**config.mk**
```make
export PLATFORM = sky130hd
export DESIGN_NAME = ftx_tx_pcs
export DESIGN_NICKNAME = d
export VERILOG_FILES = /design/src/include/ftx_pkg.sv /design/src/include/ftx_stream_if.sv /design/src/rtl/ftx_fifo.sv /design/src/rtl/ftx_scrambler.sv /design/src/rtl/ftx_tx_pcs.sv
export SDC_FILE = /design/constraint.sdc
export NUM_CORES = 1
export LEC_CHECK = 0
export BUFFER_PORTS_ARGS = -buffer_cell sky130_fd_sc_hd__buf_2
export CAP_MARGIN = 20
export CORE_MARGIN = 2
export CORE_UTILIZATION = 30
export DETAILED_ROUTE_END_ITERATION = 12
export SYNTH_ARGS = -nofsm -noshare
export SYNTH_HDL_FRONTEND = slang
export SYNTH_SLANG_ARGS = --single-unit
```
**constraint.sdc**
```tcl
create_clock -name clk_sys -period 3.07 [get_ports clk_sys]
set_input_delay 0.4605 -clock clk_sys [delete_from_list [all_inputs] [get_ports clk_sys]]
set_output_delay 0.4605 -clock clk_sys [all_outputs]
set_load 0.005 [all_outputs]
```
**src/include/ftx_pkg.sv**
```systemverilog
package ftx_pkg;
	// ****************************************
	// timing
	// ****************************************
	localparam int unsigned CLK_SYS_HZ = 50_000_000;
	localparam int unsigned INT_CLK_HZ = 25_000_000;
	localparam int unsigned LINE_BPS   = 125_000_000;
	localparam int unsigned SYM_BITS   = LINE_BPS / INT_CLK_HZ;
	localparam int unsigned NIB_BITS   = 4;
	localparam int unsigned FIFO_W     = NIB_BITS + 1;
	localparam int unsigned FIFO_DEPTH = 8;
	localparam logic [2:0]  BIT_CNT_RST  = 3'h0;
	localparam logic [2:0]  BIT_CNT_LAST = 3'(SYM_BITS - 1);
	localparam logic [2:0]  STB_PHASE    = 3'h2;
	// ****************************************
	// scrambler and line levels
	// ****************************************
	localparam int unsigned SCR_LEN   = 11;
	localparam int unsigned SCR_TAP_A = 10;
	localparam int unsigned SCR_TAP_B = 8;
	localparam logic [10:0] SCR_SEED  = 11'h7FF;
	localparam logic [1:0]  MLT_NEG   = 2'h0;
	localparam logic [1:0]  MLT_ZUP   = 2'h1;
	localparam logic [1:0]  MLT_POS   = 2'h2;
	localparam logic [1:0]  MLT_RST   = 2'h1;
	// ****************************************
	// code groups
	// ****************************************
	typedef logic [4:0] ftx_code_type;
	localparam ftx_code_type CODE_I  = 5'h1F;
	localparam ftx_code_type CODE_J  = 5'h18;
	localparam ftx_code_type CODE_K  = 5'h11;
	localparam ftx_code_type CODE_T  = 5'h0D;
	localparam ftx_code_type CODE_R  = 5'h07;
	localparam ftx_code_type CODE_FC = 5'h10;
	typedef enum logic [1:0] {ST_IDLE, ST_K, ST_DATA, ST_R} ftx_state_type;
	localparam ftx_code_type ENC_TABLE [16] = '{
		5'h1E, 5'h09, 5'h14, 5'h15, 5'h0A, 5'h0B, 5'h0E, 5'h0F,
		5'h12, 5'h13, 5'h16, 5'h17, 5'h1A, 5'h1B, 5'h1C, 5'h1D};

	function automatic ftx_code_type enc_4b5b(input logic [3:0] nib);
		return ENC_TABLE[nib];
	endfunction

	function automatic logic code_legal(input ftx_code_type c);
		logic hit;
		hit = (c == CODE_I) || (c == CODE_J) || (c == CODE_K) || (c == CODE_T) || (c == CODE_R);
		for (int i = 0; i < 16; i++) begin
			hit = hit || (c == ENC_TABLE[i]);
		end
		return hit;
	endfunction
endpackage

```
**src/include/ftx_stream_if.sv**
```systemverilog
`timescale 1ns/10ps
interface ftx_stream_if #(parameter int unsigned WIDTH = 5);
	logic             valid;
	logic             ready;
	logic [WIDTH-1:0] data;
	modport src (output valid, output data, input ready);
	modport snk (input valid, input data, output ready);
endinterface

```
**src/rtl/ftx_fifo.sv**
```systemverilog
`timescale 1ns/10ps
module ftx_fifo #(
	parameter int unsigned WIDTH = 5,
	parameter int unsigned DEPTH = 8
) (
	input  wire logic   clk_sys,
	input  wire logic   rst,
	ftx_stream_if.snk   in_s,
	ftx_stream_if.src   out_s
);
	localparam int unsigned AW = $clog2(DEPTH);

	if (DEPTH < 2 || (DEPTH & (DEPTH - 1)) != 0 || WIDTH < 1) begin : g_bad
		$error("fifo depth must be a power of two of at least 2");
	end

	logic [WIDTH-1:0] mem [DEPTH];
	logic [AW-1:0]    wr_ptr_reg;
	logic [AW-1:0]    rd_ptr_reg;
	logic [AW:0]      count_reg;
	logic [AW:0]      count_next;
	logic             not_full_reg;
	logic             not_empty_reg;
	logic             push;
	logic             pop;

	// flags are registers so the mac-facing ready has no logic after it
	assign push        = in_s.valid && not_full_reg;
	assign pop         = out_s.ready && not_empty_reg;
	assign in_s.ready  = not_full_reg;
	assign out_s.valid = not_empty_reg;
	assign out_s.data  = mem[rd_ptr_reg];
	assign count_next  = count_reg + (AW + 1)'(push) - (AW + 1)'(pop);

	always_ff @(posedge clk_sys) begin
		if (push) begin
			mem[wr_ptr_reg] <= in_s.data;
		end
	end

	always_ff @(posedge clk_sys) begin
		if (rst) begin
			wr_ptr_reg    <= '0;
			rd_ptr_reg    <= '0;
			count_reg     <= '0;
			not_full_reg  <= 1'b1;
			not_empty_reg <= 1'b0;
		end else begin
			wr_ptr_reg    <= wr_ptr_reg + AW'(push);
			rd_ptr_reg    <= rd_ptr_reg + AW'(pop);
			count_reg     <= count_next;
			not_full_reg  <= count_next != (AW + 1)'(DEPTH);
			not_empty_reg <= count_next != '0;
		end
	end
endmodule

```
**src/rtl/ftx_scrambler.sv**
```systemverilog
`timescale 1ns/10ps
module ftx_scrambler (
	input  wire logic clk_sys,
	input  wire logic rst,
	input  wire logic bit_in,
	output logic      bit_out
);
	logic [ftx_pkg::SCR_LEN-1:0] lfsr_reg;
	logic                        key;
	logic [3:0]                  age_reg;

	// cipher key bit
	assign key     = lfsr_reg[ftx_pkg::SCR_TAP_A] ^ lfsr_reg[ftx_pkg::SCR_TAP_B];
	assign bit_out = bit_in ^ key;

	// nonzero seed
	always_ff @(posedge clk_sys) begin
		if (rst) begin
			lfsr_reg <= ftx_pkg::SCR_SEED;
		end else begin
			lfsr_reg <= {lfsr_reg[ftx_pkg::SCR_LEN-2:0], key};
		end
	end

	always_ff @(posedge clk_sys) begin
		if (rst) begin
			age_reg <= 4'h0;
		end else if (age_reg != 4'hF) begin
			age_reg <= age_reg + 4'h1;
		end
	end

	a_lfsr_nonzero: assert property (@(posedge clk_sys) disable iff (rst)
		lfsr_reg != '0)
		else $error("scrambler state reached zero");

	a_cipher_law: assert property (@(posedge clk_sys) disable iff (rst)
		(age_reg > 4'hB) |-> lfsr_reg[0] == ($past(lfsr_reg[0], 11) ^ $past(lfsr_reg[0], 9)))
		else $error("scrambler sequence breaks its recurrence");
endmodule

```
**src/rtl/ftx_tx_pcs.sv**
```systemverilog
`timescale 1ns/10ps
// Overview of operation
// every mac nibble goes to the coder unfiltered
// data nibbles map to their standard five-bit code groups
// idle code group fills the line between frames
// start delimiter is J then K
// first preamble byte becomes the J K pair
// end delimiter is T then R
// T R follows the last data group when enable drops, then idle
// flow-control code group is never sent for data
// preamble, sfd, payload and crc nibbles coded alike
// each code group passes through the scrambler to the mlt-3 stage
// eleven-bit stream cipher, x[n] = x[n-11] xor x[n-9]
// code groups serialised as one continuous bit stream
// a zero bit keeps the line level
// a one bit steps through negative, zero, positive, zero
// nibble strobe derived from the internal symbol clock
// invalid code groups are never sent
// scrambler seeded nonzero at reset
module ftx_tx_pcs #(
	parameter int unsigned DEPTH = ftx_pkg::FIFO_DEPTH
) (
	input  wire logic       clk_sys,
	input  wire logic       rst,
	input  wire logic [3:0] mii_txd,
	input  wire logic       mii_tx_en,
	output logic            mii_tx_stb,
	output logic            mii_tx_ready,
	output logic            tx_active,
	output logic            line_bit,
	output logic            mlt_pos,
	output logic            mlt_neg
);
	// ****************************************
	// declarations
	// ****************************************
	ftx_stream_if #(.WIDTH(ftx_pkg::FIFO_W)) fifo_in ();
	ftx_stream_if #(.WIDTH(ftx_pkg::FIFO_W)) fifo_out ();

	logic [2:0]            bit_cnt_reg;
	logic                  sym_load;
	logic                  stb_reg;
	logic                  en_prev_reg;
	ftx_pkg::ftx_state_type state_reg;
	ftx_pkg::ftx_state_type state_next;
	ftx_pkg::ftx_code_type code_next;
	ftx_pkg::ftx_code_type shreg_reg;
	logic                  pop;
	logic                  head_valid;
	logic                  head_en;
	logic [3:0]            head_nib;
	logic                  scr_bit;
	logic                  line_bit_reg;
	logic [1:0]            mlt_phase_reg;
	logic [1:0]            mlt_phase_next;
	logic                  mlt_pos_reg;
	logic                  mlt_neg_reg;
	logic                  tx_active_reg;

	if (ftx_pkg::SYM_BITS != 5) begin : g_bad_rate
		$error("symbol length must be five bits");
	end

	// ****************************************
	// symbol timing
	// ****************************************
	// clk_sys stands in for the line bit clock, so one symbol is five edges;
	// the true 125 Mbps figure holds only when this clock runs at that rate
	// continuous bit slots
	always_ff @(posedge clk_sys) begin
		if (rst) begin
			bit_cnt_reg <= ftx_pkg::BIT_CNT_RST;
		end else if (bit_cnt_reg == ftx_pkg::BIT_CNT_LAST) begin
			bit_cnt_reg <= ftx_pkg::BIT_CNT_RST;
		end else begin
			bit_cnt_reg <= bit_cnt_reg + 3'h1;
		end
	end

	assign sym_load = bit_cnt_reg == ftx_pkg::BIT_CNT_LAST;

	// nibble strobe per symbol
	always_ff @(posedge clk_sys) begin
		if (rst) begin
			stb_reg <= 1'b0;
		end else begin
			stb_reg <= bit_cnt_reg == ftx_pkg::STB_PHASE;
		end
	end

	assign mii_tx_stb = stb_reg;

	// ****************************************
	// nibble intake
	// ****************************************
	// the mac sits on this clock, so its outputs need no synchroniser
	always_ff @(posedge clk_sys) begin
		if (rst) begin
			en_prev_reg <= 1'b0;
		end else if (stb_reg) begin
			en_prev_reg <= mii_tx_en;
		end
	end

	// forward nibbles unfiltered
	// one extra word with enable low marks the frame end for the coder
	assign fifo_in.valid = stb_reg && (mii_tx_en || en_prev_reg);
	assign fifo_in.data  = {mii_tx_en, mii_txd};
	assign mii_tx_ready  = fifo_in.ready;

	ftx_fifo #(
		.WIDTH (ftx_pkg::FIFO_W),
		.DEPTH (DEPTH)
	) u_fifo (
		.clk_sys (clk_sys),
		.rst     (rst),
		.in_s    (fifo_in),
		.out_s   (fifo_out)
	);

	assign head_valid = fifo_out.valid;
	assign head_en    = fifo_out.data[ftx_pkg::NIB_BITS];
	assign head_nib   = fifo_out.data[ftx_pkg::NIB_BITS-1:0];

	// ****************************************
	// framing and 4b/5b coding
	// ****************************************
	// no field interpretation
	always_comb begin
		state_next = state_reg;
		code_next  = ftx_pkg::CODE_I;
		pop        = 1'b0;
		// legal groups only
		// every branch picks idle, a delimiter or a table entry, never 10000
		unique case (state_reg)
			ftx_pkg::ST_IDLE: begin
				// idle between frames
				if (head_valid) begin
					pop = 1'b1;
					// first preamble nibble replaced
					if (head_en) begin
						code_next  = ftx_pkg::CODE_J;
						state_next = ftx_pkg::ST_K;
					end
				end
			end
			ftx_pkg::ST_K: begin
				// second delimiter group
				code_next  = ftx_pkg::CODE_K;
				state_next = ftx_pkg::ST_DATA;
				if (head_valid && head_en) begin
					pop = 1'b1;
				end
			end
			ftx_pkg::ST_DATA: begin
				if (head_valid && head_en) begin
					pop = 1'b1;
					// data lookup
					code_next = ftx_pkg::enc_4b5b(head_nib);
				end else begin
					// frame end appends T
					// an underrun also ends the frame rather than sending junk
					pop        = head_valid;
					code_next  = ftx_pkg::CODE_T;
					state_next = ftx_pkg::ST_R;
				end
			end
			ftx_pkg::ST_R: begin
				// closing R group
				code_next  = ftx_pkg::CODE_R;
				state_next = ftx_pkg::ST_IDLE;
			end
		endcase
	end

	assign fifo_out.ready = pop && sym_load;

	always_ff @(posedge clk_sys) begin
		if (rst) begin
			state_reg <= ftx_pkg::ST_IDLE;
		end else if (sym_load) begin
			state_reg <= state_next;
		end
	end

	always_ff @(posedge clk_sys) begin
		if (rst) begin
			tx_active_reg <= 1'b0;
		end else if (sym_load) begin
			tx_active_reg <= state_next != ftx_pkg::ST_IDLE;
		end
	end

	assign tx_active = tx_active_reg;

	// ****************************************
	// serialiser and scrambler
	// ****************************************
	// shift out msb first
	always_ff @(posedge clk_sys) begin
		if (rst) begin
			shreg_reg <= ftx_pkg::CODE_I;
		end else if (sym_load) begin
			shreg_reg <= code_next;
		end else begin
			shreg_reg <= {shreg_reg[3:0], 1'b0};
		end
	end

	// code bits through scrambler
	ftx_scrambler u_scr (
		.clk_sys (clk_sys),
		.rst     (rst),
		.bit_in  (shreg_reg[4]),
		.bit_out (scr_bit)
	);

	always_ff @(posedge clk_sys) begin
		if (rst) begin
			line_bit_reg <= 1'b0;
		end else begin
			line_bit_reg <= scr_bit;
		end
	end

	assign line_bit = line_bit_reg;

	// ****************************************
	// mlt-3 levels
	// ****************************************
	// hold or step
	assign mlt_phase_next = scr_bit ? mlt_phase_reg + 2'h1 : mlt_phase_reg;

	always_ff @(posedge clk_sys) begin
		if (rst) begin
			mlt_phase_reg <= ftx_pkg::MLT_RST;
			mlt_pos_reg   <= 1'b0;
			mlt_neg_reg   <= 1'b0;
		end else begin
			mlt_phase_reg <= mlt_phase_next;
			mlt_pos_reg   <= mlt_phase_next == ftx_pkg::MLT_POS;
			mlt_neg_reg   <= mlt_phase_next == ftx_pkg::MLT_NEG;
		end
	end

	assign mlt_pos = mlt_pos_reg;
	assign mlt_neg = mlt_neg_reg;

	// ****************************************
	// checks
	// ****************************************
	a_idle_fill: assert property (@(posedge clk_sys) disable iff (rst)
		(sym_load && state_reg == ftx_pkg::ST_IDLE && !(head_valid && head_en))
		|=> shreg_reg == ftx_pkg::CODE_I)
		else $error("idle group missing between frames");

	a_start_pair: assert property (@(posedge clk_sys) disable iff (rst)
		(sym_load && state_reg == ftx_pkg::ST_IDLE && head_valid && head_en)
		|=> shreg_reg == ftx_pkg::CODE_J ##5 shreg_reg == ftx_pkg::CODE_K)
		else $error("start delimiter pair wrong");

	a_preamble_swap: assert property (@(posedge clk_sys) disable iff (rst)
		(sym_load && state_reg == ftx_pkg::ST_K && head_valid && head_en)
		|-> fifo_out.ready)
		else $error("second preamble nibble not consumed by the delimiter");

	a_end_pair: assert property (@(posedge clk_sys) disable iff (rst)
		(sym_load && state_reg == ftx_pkg::ST_DATA && !(head_valid && head_en))
		|=> shreg_reg == ftx_pkg::CODE_T ##5 shreg_reg == ftx_pkg::CODE_R
		##4 state_reg == ftx_pkg::ST_IDLE)
		else $error("end delimiter pair wrong");

	a_data_map: assert property (@(posedge clk_sys) disable iff (rst)
		(sym_load && state_reg == ftx_pkg::ST_DATA && head_valid && head_en)
		|=> shreg_reg == ftx_pkg::enc_4b5b($past(head_nib)))
		else $error("data nibble coded wrongly");

	a_no_bad_code: assert property (@(posedge clk_sys) disable iff (rst)
		sym_load |=> ftx_pkg::code_legal(shreg_reg))
		else $error("invalid code group sent");

	a_no_fc_code: assert property (@(posedge clk_sys) disable iff (rst)
		sym_load |=> shreg_reg != ftx_pkg::CODE_FC)
		else $error("flow-control group sent");

	a_nibble_taken: assert property (@(posedge clk_sys) disable iff (rst)
		(stb_reg && mii_tx_en && mii_tx_ready)
		|=> fifo_out.valid
		&& u_fifo.mem[$past(u_fifo.wr_ptr_reg)] == {1'b1, $past(mii_txd)})
		else $error("mac nibble dropped");

	a_symbol_rate: assert property (@(posedge clk_sys) disable iff (rst)
		sym_load |=> !sym_load [*4] ##1 sym_load)
		else $error("symbol slots not five bits apart");

	a_strobe_rate: assert property (@(posedge clk_sys) disable iff (rst)
		stb_reg |=> !stb_reg [*4] ##1 stb_reg)
		else $error("nibble strobe not once per symbol");

	a_mlt3_hold: assert property (@(posedge clk_sys) disable iff (rst)
		!line_bit_reg |-> $stable({mlt_pos_reg, mlt_neg_reg}))
		else $error("line level moved on a zero bit");

	a_mlt3_step: assert property (@(posedge clk_sys) disable iff (rst)
		line_bit_reg |-> mlt_phase_reg == 2'($past(mlt_phase_reg) + 2'h1)
		&& !(mlt_pos_reg && mlt_neg_reg))
		else $error("line level did not step on a one bit");

	a_mlt3_levels: assert property (@(posedge clk_sys) disable iff (rst)
		!(mlt_pos_reg && mlt_neg_reg))
		else $error("line driven positive and negative at once");

	// the cipher state after an edge holds the key that bit was combined with
	a_scramble_path: assert property (@(posedge clk_sys) disable iff (rst)
		line_bit_reg == ($past(shreg_reg[4]) ^ u_scr.lfsr_reg[0]))
		else $error("line bit is not the code bit under the cipher key");

	a_tail_group: assert property (@(posedge clk_sys) disable iff (rst)
		(sym_load && state_reg == ftx_pkg::ST_R)
		|=> shreg_reg == ftx_pkg::CODE_R)
		else $error("closing group of the end delimiter wrong");

	a_frame_close: assert property (@(posedge clk_sys) disable iff (rst)
		(sym_load && state_reg == ftx_pkg::ST_R)
		|=> !tx_active_reg)
		else $error("frame flag still up after the end delimiter");

	a_field_blind: assert property (@(posedge clk_sys) disable iff (rst)
		(sym_load && state_reg == ftx_pkg::ST_DATA && head_valid && head_en)
		|-> fifo_out.ready)
		else $error("frame nibble held back by the coder");

	a_no_gating: assert property (@(posedge clk_sys) disable iff (rst)
		(stb_reg && mii_tx_en) |-> fifo_in.valid)
		else $error("enabled nibble not offered to the buffer");

	a_strobe_lead: assert property (@(posedge clk_sys) disable iff (rst)
		stb_reg |=> sym_load)
		else $error("nibble strobe not one cycle before the symbol load");

	// no disable here: this one watches the reset itself
	a_reset_quiet: assert property (@(posedge clk_sys)
		rst |=> !stb_reg && !tx_active_reg && state_reg == ftx_pkg::ST_IDLE)
		else $error("coder not idle after reset");
endmodule

```
Yosys cells after proc, flatten, opt, wreduce, memory -nomap -nowiden:

Memory sizes are Yosys's and may differ from the RTL's. A register that Yosys moved wholly into a read port is not among the register bits.
Cells that the tools add are included.

* bits in registers: 41
* bits in read-only memories: 80
* memories: 2
* bits of input ports: 7
* memory bits (writable): 40

Memories
* (name not given): words 16, bits a word 5, read ports 1, clocked after Yosys merged registers in 0, wr ports 0, RTL line ftx_pkg.sv:42 `return ENC_TABLE[nib];`
* u_fifo.mem: words 8, bits a word 5, read ports 1, clocked after Yosys merged registers in 1, wr ports 1, RTL line ftx_fifo.sv:17 `logic [WIDTH-1:0] mem [DEPTH];`

* magnitude comparators: 1
* multiplexer cells: 19
* reduce and logical (&&, ||, !) cells: 11
* bitwise operators: 3
* equal/unequal tests: 7
* add/sub/neg operators: 6

Operator list (number)
* $mux W5: 4
* $pmux W5 S4: 1
* $mux W3: 3
* $mux W2: 4
* $pmux W2 S4: 1
* $add A3 B1 Y3: 2
* $eq A2 B2 Y1 const B: 3
* $ge A5 B5 Y1 const B: 1
* $logic_and A1 B1 Y1: 5
* $mux W1: 5
* $not A4 Y5: 1
* $add A4 B1 Y4: 1
* $logic_not A2 Y1: 2
* $ne A4 B4 Y1 const B: 1
* $reduce_bool A4 Y1: 1
* $sub A4 B1 Y4: 1
* $add A3 B1 Y3 const B: 1
* $eq A3 B2 Y1 const B: 1
* $eq A3 B3 Y1 const B: 1
* $pmux W1 S3: 1
* $add A2 B1 Y2 const B: 1
* $eq A2 B1 Y1 const B: 1
* $reduce_bool A2 Y1: 1
* $reduce_or A2 Y1: 1
* 2 further kinds: 3

Depth between registers and ports, before layout:

* word-level depth: 7
* mapped depth: 14
* mapped depth without buffers: 13

Hierarchy:

A second synthesis with hierarchy kept.

* cell total of the unflattened synthesis: 253
* area total of the unflattened synthesis: 3374.5 µm²

By module, submodules not included
* ftx_fifo: cells an instance 125, area an instance 2138.3 µm², seq. area each 1441.4 µm², times used 1
* ftx_tx_pcs: cells an instance 103, area an instance 924.6 µm², seq. area each 360.3 µm², times used 1
* ftx_scrambler: cells an instance 25, area an instance 311.5 µm², seq. area each 220.2 µm², times used 1

Worst setup path after synthesis:

Ideal clock, no wire load.

* path type: register to register
* from: reg u_fifo.rd_ptr_reg[1] (netlist name)
* to: reg u_fifo.not_empty_reg, in the netlist u_fifo.out_s.valid
* arrival time: 3.090 ns
* slack: -0.152 ns
* cell stages (with the launch flop): 14
* cells stage by stage: dfxtp_1 buf_6 mux4_2 or2_1 and3_1 a211o_1 and4b_1 ha_1 inv_1 ha_1 fa_1 xor2_1 nor3_1 a21oi_1

RTL lines
* end signal, assigned: RTL line ftx_fifo.sv:47 `not_empty_reg <= 1'b0;`
* end signal, assigned: RTL line ftx_fifo.sv:53 `not_empty_reg <= count_next != '0;`
* end, declared: RTL line ftx_fifo.sv:23 `logic not_empty_reg;`

==> impl_metrics.ini <==
[run_status]
outcome = finished clean

[layout]
final_cell_mix = dfxtp_1 (40), edfxtp_1 (40), nor2_1 (23)
ff_latch_area_mm2 = 0.00202
syn_to_final_growth_pct = 16.4
largest_reg_flops = 40
layout.nets = 303
multi_input_area_mm2 = 0.00125
fillerInstances = 1057
diodes = 0
drive_above_1_share_pct = 24.3

[route]
drt_iter0_markers = 92
routed_wl_mm = 5.69
drtAntennaViolNets = 0
drt-wirelength-per-cell_um = 13.4
drc_errors = 0
viasPerCell = 4.52
dr.pass1.iters = 4
via_count = 1916

[critical_path]
path_max_fanout = 2
max_stage_delay_ns = 0.47
required_ns = 3.27
critPathSlowestCell = mux4_2
crit_type = register to register
path_delay_family = adder cells
worstPathArrival_ns = 3.24
critPathLaunchType = register
cp_cell_sequence = mux4_2, or2_1, and3_4, a211o_1, and4b_1, ha_1, inv_1, ha_2, fa_2, nor3_4, a21oi_2
cp_num_buf_inv = 1
endpoint_kind = register

[synth]
ys_seq_area_share_pct = 60.8
syn_inst = 255
synthDistinctLibCells = 42
syn_area_mm2 = 0.00332
ys_warn_count = 0
synth_edf_count = 40
ys_seq_elements = 81
syn_avg_cell_area_um2 = 13.0
synthFlopType = dfxtp_1
synth_nets = 279
async_flop_share_pct = 0

[sta]
worst-slew-pin-transition_ns = 0.620
slew_violations = 0
fin_crit_sh_pct = 99.0
hold_ws_ns = 0.389
rsz0062_at_grt = yes
skew_ns = 0.00797
max_slew_margin_pct = 58.5
period_minus_slack_ns = 3.04
setup_violations = 0
max_freq_mhz = 329
final_hold_viol_count = 0

[grt]
antenna_found_initial = 0
gr-total-overflow = 0
grt_max_degree = 36
grt_use_total_pct = 10.4
grt_pass1_wl_mm = 9.20
grt_pass1_vias = 1914

[floorplanning]
core_mm2 = 0.0108
top_level_ports = 13
core.rowCount = 38
die_w_um = 109
start_util_pct = 30.7
dieArea_mm2 = 0.0119
die_h_um = 109

[cts]
cts_tree = done
clkTransAtPathRegs_ns = 0.08
cts_root_buffer = clkbuf_8
clockBufferDepth = 2
clock-sinks = 81
cts_buffers = 9
htreeDepth = 3
clk_latency_ns = 0.34

[worst_hold_path]
hold_class = input port to register

[placement]
dp_hpwl_mm = 3.82
io_buffers = 12
gp_congestion = 0.789

[power_and_ir_drop]
leakage_nw = 1.40
vdd_drop_max_uv = 215
totalPowerFinal_mw = 2.18
power_density_mw_per_mm2 = 565

[run]
maxCapViolCount = 0
==> worst register-to-register path: stages, from the launching register on <==
cell and delay [ns]:
edfxtp_1 0.37, mux4_2 0.47, or2_1 0.25, and3_4 0.16, a211o_1 0.24, and4b_1 0.19
ha_1 0.27, inv_1 0.06, ha_2 0.19, fa_2 0.46, nor3_4 0.20, a21oi_2 0.07
==> cell families (layout without fill, tap and decap cells) <==
| family | after synthesis | count (layout) | synth area share (%) |
|---|---|---|---|
| flops | 81 | 81 | 60.8 |
| fa+ha+maj | 17 | 17 | 6.63 |
| simple gates | 83 | 83 | 12.6 |
| xor+xnor | 12 | 12 | 3.16 |
| mux | 18 | 18 | 9.11 |
| buf+inv | 19 | 48 | 2.64 |
| compound gates | 25 | 25 | 5.01 |
==> metrics by stage <==
stage               setup WS, ns  setup TNS, ns  instance area [um2]  instances  util (%)
floorplan                -0.0836         -0.139                 3330        255         -
global placement         -0.0236        -0.0236                 3570        405      32.9
detailed placement        -0.107         -0.162                 3570        405      32.9
CTS                      -0.0258        -0.0258                 3840        423      35.4
global route              -0.117         -0.234                 3870        424      35.7
finish                    0.0300              0                 3870        424      35.7
==> area by class of cell <==
| cell class | count | share of cell area, % |
|---|---|---|
| inverter | 10 | 0.971 |
| clock buffer | 14 | 5.37 |
| clock inverter | 2 | 1.00 |
| tap | 140 | 4.53 |
| timing repair buffer | 22 | 3.49 |
| multi-input combinational | 155 | 32.3 |
| sequential | 81 | 52.3 |
==> what timing repair did <==
action	CTS	global route
endpoints found under the hold margin	0	0
hold buffers	0	0
setup endpoints to repair	2	2
gates resized for setup	2	4
pin swaps	6	6
buffers inserted	2	1
==> power by group <==
| group | leakage, nW | total (mW) | internal (mW) | switching (mW) |
|---|---|---|---|---|
| Clock | 0.125 | 0.896 | 0.530 | 0.367 |
| Combinational | 0.577 | 0.108 | 0.0486 | 0.0589 |
| Sequential | 0.695 | 1.18 | 1.16 | 0.0191 |
| Total | 1.40 | 2.18 | 1.74 | 0.445 |
==> layer usage <==
layer  global-route usage (%)  wire length (um)
met5                        0                 0
met4                     4.97                98
met3                     2.87               129
met2                     16.8              2790
met1                     12.9              2670
==> synthesized netlist by cell type, types with 6 or more instances <==
library cell | count | area, um2
nor2_1 | 23 | 86.3
xnor2_1 | 8 | 70.1
dfxtp_1 | 41 | 821
nor2b_1 | 8 | 50.1
edfxtp_1 | 40 | 1200
or2_2 | 10 | 62.6
mux4_2 | 9 | 203
inv_1 | 10 | 37.5
a21oi_1 | 9 | 45.0
ha_1 | 16 | 200
nand2_1 | 16 | 60.1
clkbuf_1 | 6 | 22.5
==> final timing paths <==
path / start / endpoint / slack [ns] / cells after the start
max: u_fifo.mem[6][4] / u_fifo.out_s.valid / 0.03 / 11
max reg2reg: u_fifo.mem[6][4] / u_fifo.out_s.valid / 0.03 / 11
min reg2reg: u_scr.lfsr_reg[7] / u_scr.lfsr_reg[8] / 0.41 / 1
min: mii_txd[2] / u_fifo.mem[5][2] / 0.39 / 1
Note: power is estimated with default switching activity, not from simulation.
